===== src/verilog/lpur_params.svh =====
`ifndef LPUR_PARAMS_SVH
`define LPUR_PARAMS_SVH

// ==========================================================
// Register byte offsets
`define LPUR_OFS_CTRL 8'h00
`define LPUR_OFS_BAUD 8'h04
`define LPUR_OFS_PRESC 8'h08
`define LPUR_OFS_STATUS 8'h0C
`define LPUR_OFS_ICLR 8'h10
`define LPUR_OFS_REQ 8'h14
`define LPUR_OFS_DATA 8'h18

// ==========================================================
// Control register fields
`define LPUR_CTRL_W 12
`define LPUR_C_BLOCK_ON 0
`define LPUR_C_RX_ON 1
`define LPUR_C_CHAR_LEN 2
`define LPUR_C_PARITY_ON 3
`define LPUR_C_PARITY_ODD 4
`define LPUR_C_STOP_TWO 5
`define LPUR_C_RX_INV 6
`define LPUR_C_SINGLE_WIRE 7
`define LPUR_C_PIN_SWAP 8
`define LPUR_C_DMA_ON 9
`define LPUR_C_FULL_IRQ 10
`define LPUR_C_ERR_IRQ 11

// ==========================================================
// Status, clear and request fields
`define LPUR_S_FULL 0
`define LPUR_S_OVERRUN 1
`define LPUR_S_FRAME 2
`define LPUR_S_PARITY 3
`define LPUR_S_ACK 4
`define LPUR_S_BUSY 5
`define LPUR_R_FLUSH 0

// ==========================================================
// Widths and reset values
`define LPUR_DIV_W 20
`define LPUR_ACC_W 21
`define LPUR_PRE_W 8
`define LPUR_CTRL_RST 12'h000
`define LPUR_BAUD_RST 20'h00300
`define LPUR_PRE_RST 8'h01
`define LPUR_ACC_STEP 21'h000100
`define LPUR_BITS_SHORT 4'h7
`define LPUR_BITS_LONG 4'h8

`endif


===== src/verilog/lpur_pkg.sv =====
package lpur_pkg;

  // ==========================================================
  // Receiver sequencing
  typedef enum logic [1:0] {
    LPUR_R_IDLE,
    LPUR_R_START,
    LPUR_R_BITS,
    LPUR_R_STOP
  } lpur_rx_state_t;

  typedef struct packed {
    logic full;
    logic overrun;
    logic frame;
    logic parity;
  } lpur_flags_t;

  // ==========================================================
  // Whole block state
  typedef struct packed {
    logic [11:0] ctrl;
    logic [19:0] baud_divisor;
    logic [7:0] kernel_prescaler;
    logic [7:0] pre_cnt;
    logic [20:0] acc;
    lpur_rx_state_t rx_state;
    logic [3:0] bit_cnt;
    logic stop_first;
    logic [8:0] shift;
    logic [8:0] data;
    lpur_flags_t flags;
    logic line_q;
    logic rx_on_ack;
    logic [31:0] prdata;
    logic pready;
    logic pslverr;
    logic irq;
    logic dma_req;
    logic tx_pin_oe;
    logic tx_pin_out;
    logic rx_pin_oe;
    logic rx_pin_out;
  } lpur_state_t;

endpackage : lpur_pkg


===== src/verilog/lpur_rx.sv =====
`include "lpur_params.svh"

module lpur_rx (
  input wire logic clk,
  input wire logic rst_b,
  input wire logic psel,
  input wire logic penable,
  input wire logic pwrite,
  input wire logic [7:0] paddr,
  input wire logic [31:0] pwdata,
  output logic [31:0] prdata,
  output logic pready,
  output logic pslverr,
  input wire logic rx_pin_in,
  output logic rx_pin_oe,
  output logic rx_pin_out,
  input wire logic tx_pin_in,
  output logic tx_pin_oe,
  output logic tx_pin_out,
  input wire logic tx_active,
  input wire logic tx_bit,
  output logic irq,
  output logic dma_req
);

  // ==========================================================
  // Register decode helpers
  function automatic logic lpur_mapped(input logic [7:0] a);
    case (a)
      `LPUR_OFS_CTRL, `LPUR_OFS_BAUD, `LPUR_OFS_PRESC, `LPUR_OFS_STATUS,
      `LPUR_OFS_ICLR, `LPUR_OFS_REQ, `LPUR_OFS_DATA: lpur_mapped = 1'b1;
      default: lpur_mapped = 1'b0;
    endcase
  endfunction : lpur_mapped

  function automatic logic [31:0] lpur_read(input logic [7:0] a, input lpur_pkg::lpur_state_t st);
    logic [31:0] v;
    v = 32'h0000_0000;
    case (a)
      `LPUR_OFS_CTRL: v[`LPUR_CTRL_W-1:0] = st.ctrl;
      `LPUR_OFS_BAUD: v[`LPUR_DIV_W-1:0] = st.baud_divisor;
      `LPUR_OFS_PRESC: v[`LPUR_PRE_W-1:0] = st.kernel_prescaler;
      `LPUR_OFS_STATUS: begin
        v[`LPUR_S_FULL] = st.flags.full;
        v[`LPUR_S_OVERRUN] = st.flags.overrun;
        v[`LPUR_S_FRAME] = st.flags.frame;
        v[`LPUR_S_PARITY] = st.flags.parity;
        v[`LPUR_S_ACK] = st.rx_on_ack;
        v[`LPUR_S_BUSY] = (st.rx_state != lpur_pkg::LPUR_R_IDLE);
      end
      // Old value stays readable during overrun
      `LPUR_OFS_DATA: v[8:0] = st.data;
      default: v = 32'h0000_0000;
    endcase
    lpur_read = v;
  endfunction : lpur_read

  lpur_pkg::lpur_state_t s;
  lpur_pkg::lpur_state_t next_s;

  logic running;
  logic two_stops;
  logic shared_sel;
  logic line_raw;
  logic line_now;
  logic fall;
  logic tick;
  logic sample;
  logic [20:0] acc_sum;
  logic [7:0] pre_div;
  logic [3:0] last_bit;
  logic [8:0] word;
  logic par_bad;
  logic stop_bad;
  logic done;
  logic acc_hit;
  logic bus_prep;
  logic bus_done;
  logic held;

  assign running = s.ctrl[`LPUR_C_BLOCK_ON] & s.ctrl[`LPUR_C_RX_ON];
  assign two_stops = s.ctrl[`LPUR_C_STOP_TWO];
  assign bus_prep = psel & penable & ~s.pready;
  assign bus_done = psel & penable & s.pready;

  // A DMA request still pending counts as unread
  assign held = s.flags.full | s.dma_req;

  // ==========================================================
  // Line selection and polarity
  // Pins are taken as synchronous to clk, no extra stages
  always_comb begin
    shared_sel = s.ctrl[`LPUR_C_PIN_SWAP];
    if (s.ctrl[`LPUR_C_SINGLE_WIRE]) begin
      line_raw = shared_sel ? rx_pin_in : tx_pin_in;
    end else begin
      line_raw = shared_sel ? tx_pin_in : rx_pin_in;
    end
    line_now = line_raw ^ s.ctrl[`LPUR_C_RX_INV];
  end

  assign fall = s.line_q & ~line_now;

  // ==========================================================
  // Kernel prescaler and fractional bit timing
  // Zero prescaler acts as divide by one, no stall
  // Below the legal divisor floor a bit spans too few ticks
  assign pre_div = (s.kernel_prescaler == 8'h00) ? 8'h01 : s.kernel_prescaler;
  assign tick = (s.pre_cnt >= pre_div - 8'h01);
  assign acc_sum = s.acc + `LPUR_ACC_STEP;
  // One bit lasts divisor/256 scaled ticks
  assign acc_hit = acc_sum >= {1'b0, s.baud_divisor};
  assign sample = tick & acc_hit;

  // ==========================================================
  // Character assembly
  assign last_bit = s.ctrl[`LPUR_C_CHAR_LEN] ? `LPUR_BITS_LONG : `LPUR_BITS_SHORT;
  always_comb begin
    if (s.ctrl[`LPUR_C_CHAR_LEN]) begin
      word = s.shift;
    end else begin
      word = {1'b0, s.shift[8:1]};
    end
    par_bad = s.ctrl[`LPUR_C_PARITY_ON] & ((^word) ^ s.ctrl[`LPUR_C_PARITY_ODD]);
    stop_bad = ~line_now;
    done = 1'b0;
    if (running && sample && s.rx_state == lpur_pkg::LPUR_R_STOP) begin
      // Only the last stop bit is checked
      done = ~(two_stops & s.stop_first);
    end
  end

  // ==========================================================
  // Next state
  always_comb begin
    next_s = s;
    next_s.line_q = line_now;
    next_s.rx_on_ack = running;

    // ==========================================================
    // Bus slave: one wait cycle, then effects on the completing edge
    // Read data is latched in the wait cycle and held until the next wait cycle
    if (bus_prep) begin
      next_s.pready = 1'b1;
      next_s.pslverr = ~lpur_mapped(paddr);
      next_s.prdata = pwrite ? 32'h0000_0000 : lpur_read(paddr, s);
    end else begin
      next_s.pready = 1'b0;
      next_s.pslverr = 1'b0;
    end

    if (bus_done && pwrite) begin
      case (paddr)
        `LPUR_OFS_CTRL: next_s.ctrl = pwdata[`LPUR_CTRL_W-1:0];
        `LPUR_OFS_BAUD: next_s.baud_divisor = pwdata[`LPUR_DIV_W-1:0];
        `LPUR_OFS_PRESC: next_s.kernel_prescaler = pwdata[`LPUR_PRE_W-1:0];
        `LPUR_OFS_ICLR: begin
          if (pwdata[`LPUR_S_OVERRUN]) begin
            next_s.flags.overrun = 1'b0;
          end
          if (pwdata[`LPUR_S_FRAME]) begin
            next_s.flags.frame = 1'b0;
          end
          if (pwdata[`LPUR_S_PARITY]) begin
            next_s.flags.parity = 1'b0;
          end
        end
        `LPUR_OFS_REQ: begin
          if (pwdata[`LPUR_R_FLUSH]) begin
            next_s.flags.full = 1'b0;
          end
        end
        default: next_s.flags = next_s.flags;
      endcase
    end
    // CPU or DMA read of the data register drains it
    if (bus_done && !pwrite && paddr == `LPUR_OFS_DATA) begin
      next_s.flags.full = 1'b0;
    end

    // ==========================================================
    // Prescaler counter
    if (tick) begin
      next_s.pre_cnt = 8'h00;
    end else begin
      next_s.pre_cnt = s.pre_cnt + 8'h01;
    end

    if (tick) begin
      if (acc_hit) begin
        next_s.acc = acc_sum - {1'b0, s.baud_divisor};
      end else begin
        next_s.acc = acc_sum;
      end
    end

    // ==========================================================
    // Receiver sequencing
    if (!running) begin
      next_s.rx_state = lpur_pkg::LPUR_R_IDLE;
      // Abandoned frame leaves no half-counted stop behind
      next_s.stop_first = 1'b0;
    end else begin
      case (s.rx_state)
        lpur_pkg::LPUR_R_IDLE: begin
          if (fall) begin
            // Half a bit consumed so the next hit lands mid start
            next_s.acc = {2'b00, s.baud_divisor[19:1]};
            next_s.pre_cnt = 8'h00;
            next_s.rx_state = lpur_pkg::LPUR_R_START;
          end
        end
        lpur_pkg::LPUR_R_START: begin
          if (sample) begin
            if (!line_now) begin
              next_s.rx_state = lpur_pkg::LPUR_R_BITS;
              next_s.bit_cnt = 4'h0;
            end else begin
              next_s.rx_state = lpur_pkg::LPUR_R_IDLE;
            end
          end
        end
        lpur_pkg::LPUR_R_BITS: begin
          if (sample) begin
            // Parity, when on, arrives as the last data bit
            next_s.shift = {line_now, s.shift[8:1]};
            if (s.bit_cnt == last_bit) begin
              next_s.rx_state = lpur_pkg::LPUR_R_STOP;
              next_s.stop_first = 1'b1;
            end else begin
              next_s.bit_cnt = s.bit_cnt + 4'h1;
            end
          end
        end
        lpur_pkg::LPUR_R_STOP: begin
          if (sample) begin
            next_s.stop_first = 1'b0;
            if (done) begin
              next_s.rx_state = lpur_pkg::LPUR_R_IDLE;
            end
          end
        end
        default: next_s.rx_state = lpur_pkg::LPUR_R_IDLE;
      endcase
    end

    // ==========================================================
    // Character completion; hardware set wins over a same-cycle clear
    if (done) begin
      if (held) begin
        // Shift register only; the held character is not replaced
        next_s.flags.overrun = 1'b1;
      end else begin
        next_s.data = word;
        next_s.flags.full = 1'b1;
        if (stop_bad) begin
          next_s.flags.frame = 1'b1;
        end
        if (par_bad) begin
          next_s.flags.parity = 1'b1;
        end
      end
    end

    // ==========================================================
    // Flags live in the bus clock domain already, no crossing needed
    next_s.irq = (s.ctrl[`LPUR_C_FULL_IRQ] & (next_s.flags.full | next_s.flags.overrun))
      | (s.ctrl[`LPUR_C_ERR_IRQ] & (next_s.flags.overrun | next_s.flags.frame
      | next_s.flags.parity));
    next_s.dma_req = s.ctrl[`LPUR_C_DMA_ON] & next_s.flags.full;

    // ==========================================================
    // Pin drive: open drain on the shared line, pulls low only
    next_s.tx_pin_oe = 1'b0;
    next_s.tx_pin_out = 1'b0;
    next_s.rx_pin_oe = 1'b0;
    next_s.rx_pin_out = 1'b0;
    if (s.ctrl[`LPUR_C_BLOCK_ON]) begin
      if (s.ctrl[`LPUR_C_SINGLE_WIRE]) begin
        if (shared_sel) begin
          next_s.rx_pin_oe = tx_active & ~tx_bit;
        end else begin
          next_s.tx_pin_oe = tx_active & ~tx_bit;
        end
      end else if (shared_sel) begin
        next_s.rx_pin_oe = 1'b1;
        next_s.rx_pin_out = tx_active ? tx_bit : 1'b1;
      end else begin
        next_s.tx_pin_oe = 1'b1;
        next_s.tx_pin_out = tx_active ? tx_bit : 1'b1;
      end
    end
  end

  // ==========================================================
  // State register
  always_ff @(posedge clk or negedge rst_b) begin
    if (!rst_b) begin
      s <= '0;
      s.ctrl <= `LPUR_CTRL_RST;
      s.baud_divisor <= `LPUR_BAUD_RST;
      s.kernel_prescaler <= `LPUR_PRE_RST;
      s.rx_state <= lpur_pkg::LPUR_R_IDLE;
      s.line_q <= 1'b1;
    end else begin
      s <= next_s;
    end
  end

  assign prdata = s.prdata;
  assign pready = s.pready;
  assign pslverr = s.pslverr;
  assign irq = s.irq;
  assign dma_req = s.dma_req;
  assign tx_pin_oe = s.tx_pin_oe;
  assign tx_pin_out = s.tx_pin_out;
  assign rx_pin_oe = s.rx_pin_oe;
  assign rx_pin_out = s.rx_pin_out;

endmodule : lpur_rx


===== config.mk =====
export PLATFORM = sky130hd
export DESIGN_NAME = lpur_rx
export DESIGN_NICKNAME = d
export VERILOG_FILES = /design/src/verilog/lpur_pkg.sv /design/src/verilog/lpur_rx.sv
export VERILOG_INCLUDE_DIRS = /design/src /design/src/verilog
export SDC_FILE = /design/constraint.sdc
export NUM_CORES = 1
export LEC_CHECK = 0
export BUFFER_PORTS_ARGS = -buffer_cell sky130_fd_sc_hd__buf_2
export CAP_MARGIN = 30
export CELL_PAD_IN_SITES_DETAIL_PLACEMENT = 1
export CELL_PAD_IN_SITES_GLOBAL_PLACEMENT = 1
export CORE_MARGIN = 3
export CORE_UTILIZATION = 41
export DETAILED_ROUTE_END_ITERATION = 7
export HOLD_SLACK_MARGIN = 0.1
export PLACE_DENSITY = 0.78
export SETUP_SLACK_MARGIN = 0.5
export SLEW_MARGIN = 10
export SYNTH_ARGS = -nofsm -noshare
export SYNTH_HDL_FRONTEND = slang
export SYNTH_SLANG_ARGS = --single-unit

===== constraint.sdc =====
create_clock -name clk -period 3.45 [get_ports clk]
set_clock_uncertainty 0.2 [all_clocks]
set_input_delay 0.8625 -clock clk [delete_from_list [all_inputs] [get_ports clk]]
set_output_delay 0.8625 -clock clk [all_outputs]
set_load 0.05 [all_outputs]

==> key figures <==
Run status
  – Status: finished, violations left
  – Failing checks: setup timing

Place
  – Placer Congestion: 0.857
  – Placed insts: 1145
  – Pre-CTS WS: -0.447 ns
  – Buffers on Ports: 64
  – Detailed placement HPWL: 17.6 mm

Worst hold path
  – Min-delay worst type: primary input to async pin

Timing
  – Max Clock Freq: 264 MHz
  – RSZ-0062 raised after global routing: true
  – Slew @ Worst Pin: 0.910 ns
  – Final min period: 3.78 ns
  – Crit share post-route: 110%
  – Final Slew Violations: 0
  – Hold slack: 0.202 ns
  – Final Hold Fails: 0
  – Max_slew headroom: 38.5%
  – Finish-stage setup viols: 52
  – Setup TNS: -11.06 ns
  – Final WS setup: -0.333 ns

Finish
  – Area grow syn2layout: 33.3%
  – # diodes: 0
  – Post-Layout Cell Count: 1214
  – # nets final: 1054
  – Core Util, Final: 56.3%
  – Layout cells sized above 1: 35.3%
  – # fillers: 1996

Route
  – Highest Signal Layer: met4
  – Vias per cell: 6.33
  – Iter 0 DRT Violations: 738
  – Residual DRC count: 0
  – Wire per inst: 25.4 µm
  – ANT nets after route: 0
  – Drt total wl: 30.8 mm
  – Met2 wire length: 15.0 mm
  – Met3 wire length: 2.07 mm
  – DR pass1 iterations: 8
  – Total number of vias: 7681
  – Metal-1 WL: 12.4 mm

Yosys
  – Post-synth top area share: 40.3%
  – Post-synthesis sequential area ratio: 41.7%
  – Synth Cell Area: 7690 µm²
  – Mapped Cells: 830
  – Count leader, synth: dfrtp_1
  – Flops & latches, synth: 128
  – Post-synth top cells: dfrtp_1 (124), nand2_1 (97), o21ai_0 (68)
  – Synth area leader: dfrtp_1
  – Yosys cell types: 73
  – Syn Area/Cell: 9.27 µm²
  – Top cells by area, synth: dfrtp_1 (40%), ha_1 (5.2%), nand2_1 (4.7%)
  – Synth Flop Type: dfrtp_1
  – Synth async-reset ratio: 100%
  – Post-synth EDFFs: 0
  – Yosys warning count: 0

Worst setup path
  – CP Launch Point: s[79]
  – CP endpoint kind: flop
  – CP Class: flop to flop
  – RR Startpoint: s[79]
  – Critical Path Source Type: flop
  – Crit path max fanout: 6
  – Data required, critical path: 3.58 ns
  – CP arrival: 3.91 ns

Clocking
  – TritonCTS clock tree: yes
  – H-tree depth: 4
  – CTS Sinks: 128
  – Clock insertion delay at the later pin of the skew report: 0.44 ns
  – Root buffer cell: clkbuf_16
  – CTS max path bufs: 2
  – Post-CTS Hold Fix Bufs: 0
  – Reg clk slew, reported paths: 0.07 ns
  – Num CTS Buffers: 17

GRT
  – Largest net degree at the start of global routing: 52
  – First-pass GRT wire length: 41.6 mm
  – Gr ovfl total: 0
  – Vias in the first global route: 7551
  – Tot GR Track Use: 26.1%
  – Initial antenna violation count: 0

Pwr
  – Max VDD drop: 0.000479 V
  – Pwr/cell area: 586 nW/µm²
  – Leakage: 0.00469 µW

Die
  – Die area: 20400 µm²
  – Die width: 143 µm
  – I/O pins: 89
  – Starting Density: 42.2%
  – Cell Rows: 49
  – Die height: 143 µm
  – Core Region: 18200 µm²

Flow run
  – Max-Cap Viols: 0
[logic make-up (layout without fill, tap and decap cells)]
kind of cell | after synthesis | count (layout) | share of synthesized area [%]
buffers and inverters | 100 | 243 | 6.64
muxes | 44 | 44 | 6.25
adders and majority gates | 33 | 33 | 5.47
xor gates and xnor gates | 45 | 45 | 5.22
AOI/OAI and AO/OA | 226 | 226 | 19.0
other | 1 | 12 | 0.0488
DFF | 128 | 128 | 41.7
and+or+nand+nor | 253 | 254 | 15.7
[registers in the layout, indices dropped and copies added (netlist names)]
signal      cells
dma_req         1
irq             1
prdata         20
pready          1
pslverr         1
rx_pin_oe       1
rx_pin_out      1
s             100
tx_pin_oe       1
tx_pin_out      1
[where the power goes]
part | leakage [µW] | switching (µW) | internal, µW
combinational | 0.00279 | 1210 | 1050
clock | 0.000301 | 754 | 1270
sequential | 0.00160 | 109 | 1620
total | 0.00469 | 2070 | 3930
[area by class of cell]
cell class	count	area (µm²)	share of cell area, %
multi-input combinational	614	4600	44.8
sequential	128	3210	31.3
timing repair buffer	176	1380	13.5
clock buffer	20	467	4.55
tap	229	287	2.80
clock inverter	12	180	1.76
inverter	35	131	1.28
[critical path, stage by stage, from the launching register on]
cell and delay (ns):
dfrtp_1 0.36, ha_2 0.19, and3_4 0.22, and2_4 0.15
nand2_1 0.08, xnor2_2 0.15, ha_1 0.31, buf_4 0.18
a21oi_2 0.13, o21ai_1 0.12, nand4_1 0.16, nand4_1 0.20
o21ai_4 0.34, buf_4 0.18, nor3b_2 0.04, o32ai_2 0.31
mux2_4 0.34
[cells in the final DEF (no fill, tap or decap), types with 5 or more instances in the layout]
cell type   netlist  final
o21ai_0          68     45
nand3b_1          5      5
or3_4             0      5
nand2_4           0      6
buf_4            32     85
o21ai_1           1     13
nand2_2           0      8
ha_1             32     28
clkbuf_16         0     19
nor2_1           43     37
nand2_1          97     83
a22o_1           17     17
inv_1            34     33
mux2_4            0     12
nand4_1           9      9
buf_2             6     63
o211ai_1          6      6
a21oi_1          50     38
buf_12            0      5
a31oi_1           7      5
conb_1            1     12
xnor2_1          27     24
a211oi_1         12      9
mux2_2           32     20
nand3_1          28     26
xor2_1           17     16
dfrtp_1         124    124
nor2b_1           8      8
nor3_1           21     16
a21o_1            8      7
or3_1            10      6
nor2_2            2      6
mux2i_1          12     11
a22oi_1           8      8
o21ai_2           0     10
clkinvlp_4        0      5
o21a_1            5      5
a21oi_2           0     11
buf_6             1     17
[layer usage]
metal / track usage (%) / vias to the layer above
met5: 0 / -
met4: 10.4 / 0
met3: 3.95 / 123
met2: 43.6 / 411
met1: 34.0 / 3904
li1: - / 3243
[metrics by stage]
step           instance area, µm²  total power (µW)
5_1_grt                     10200              6200
4_1_cts                      9780              5580
3_5_place_dp                 8690              3290
6_report                    10200              6000
2_1_floorplan                7900              2720
3_3_place_gp                 8690              3230
[path summary, 6_finish.rpt]
path	end	slack [ns]	cells after the start
worst min register to register	prdata[3]	0.28	2
min in group clk	prdata[3]	0.28	2
worst max-delay path	s[69]	-0.33	16
max in group asynchronous	s[41]	2.11	2
worst min-delay path	rx_pin_out	0.20	1
worst max register to register	s[69]	-0.33	16
[what timing repair did]
action | CTS | global route
resized for setup | 75 | 73
endpoints found under the hold margin | 0 | 0
gates cloned | 4 | 2
pin swaps | 41 | 44
setup buffers | 16 | 15
endpoints found under the setup margin | 60 | 62
Note: power is estimated with default switching activity, not from simulation.
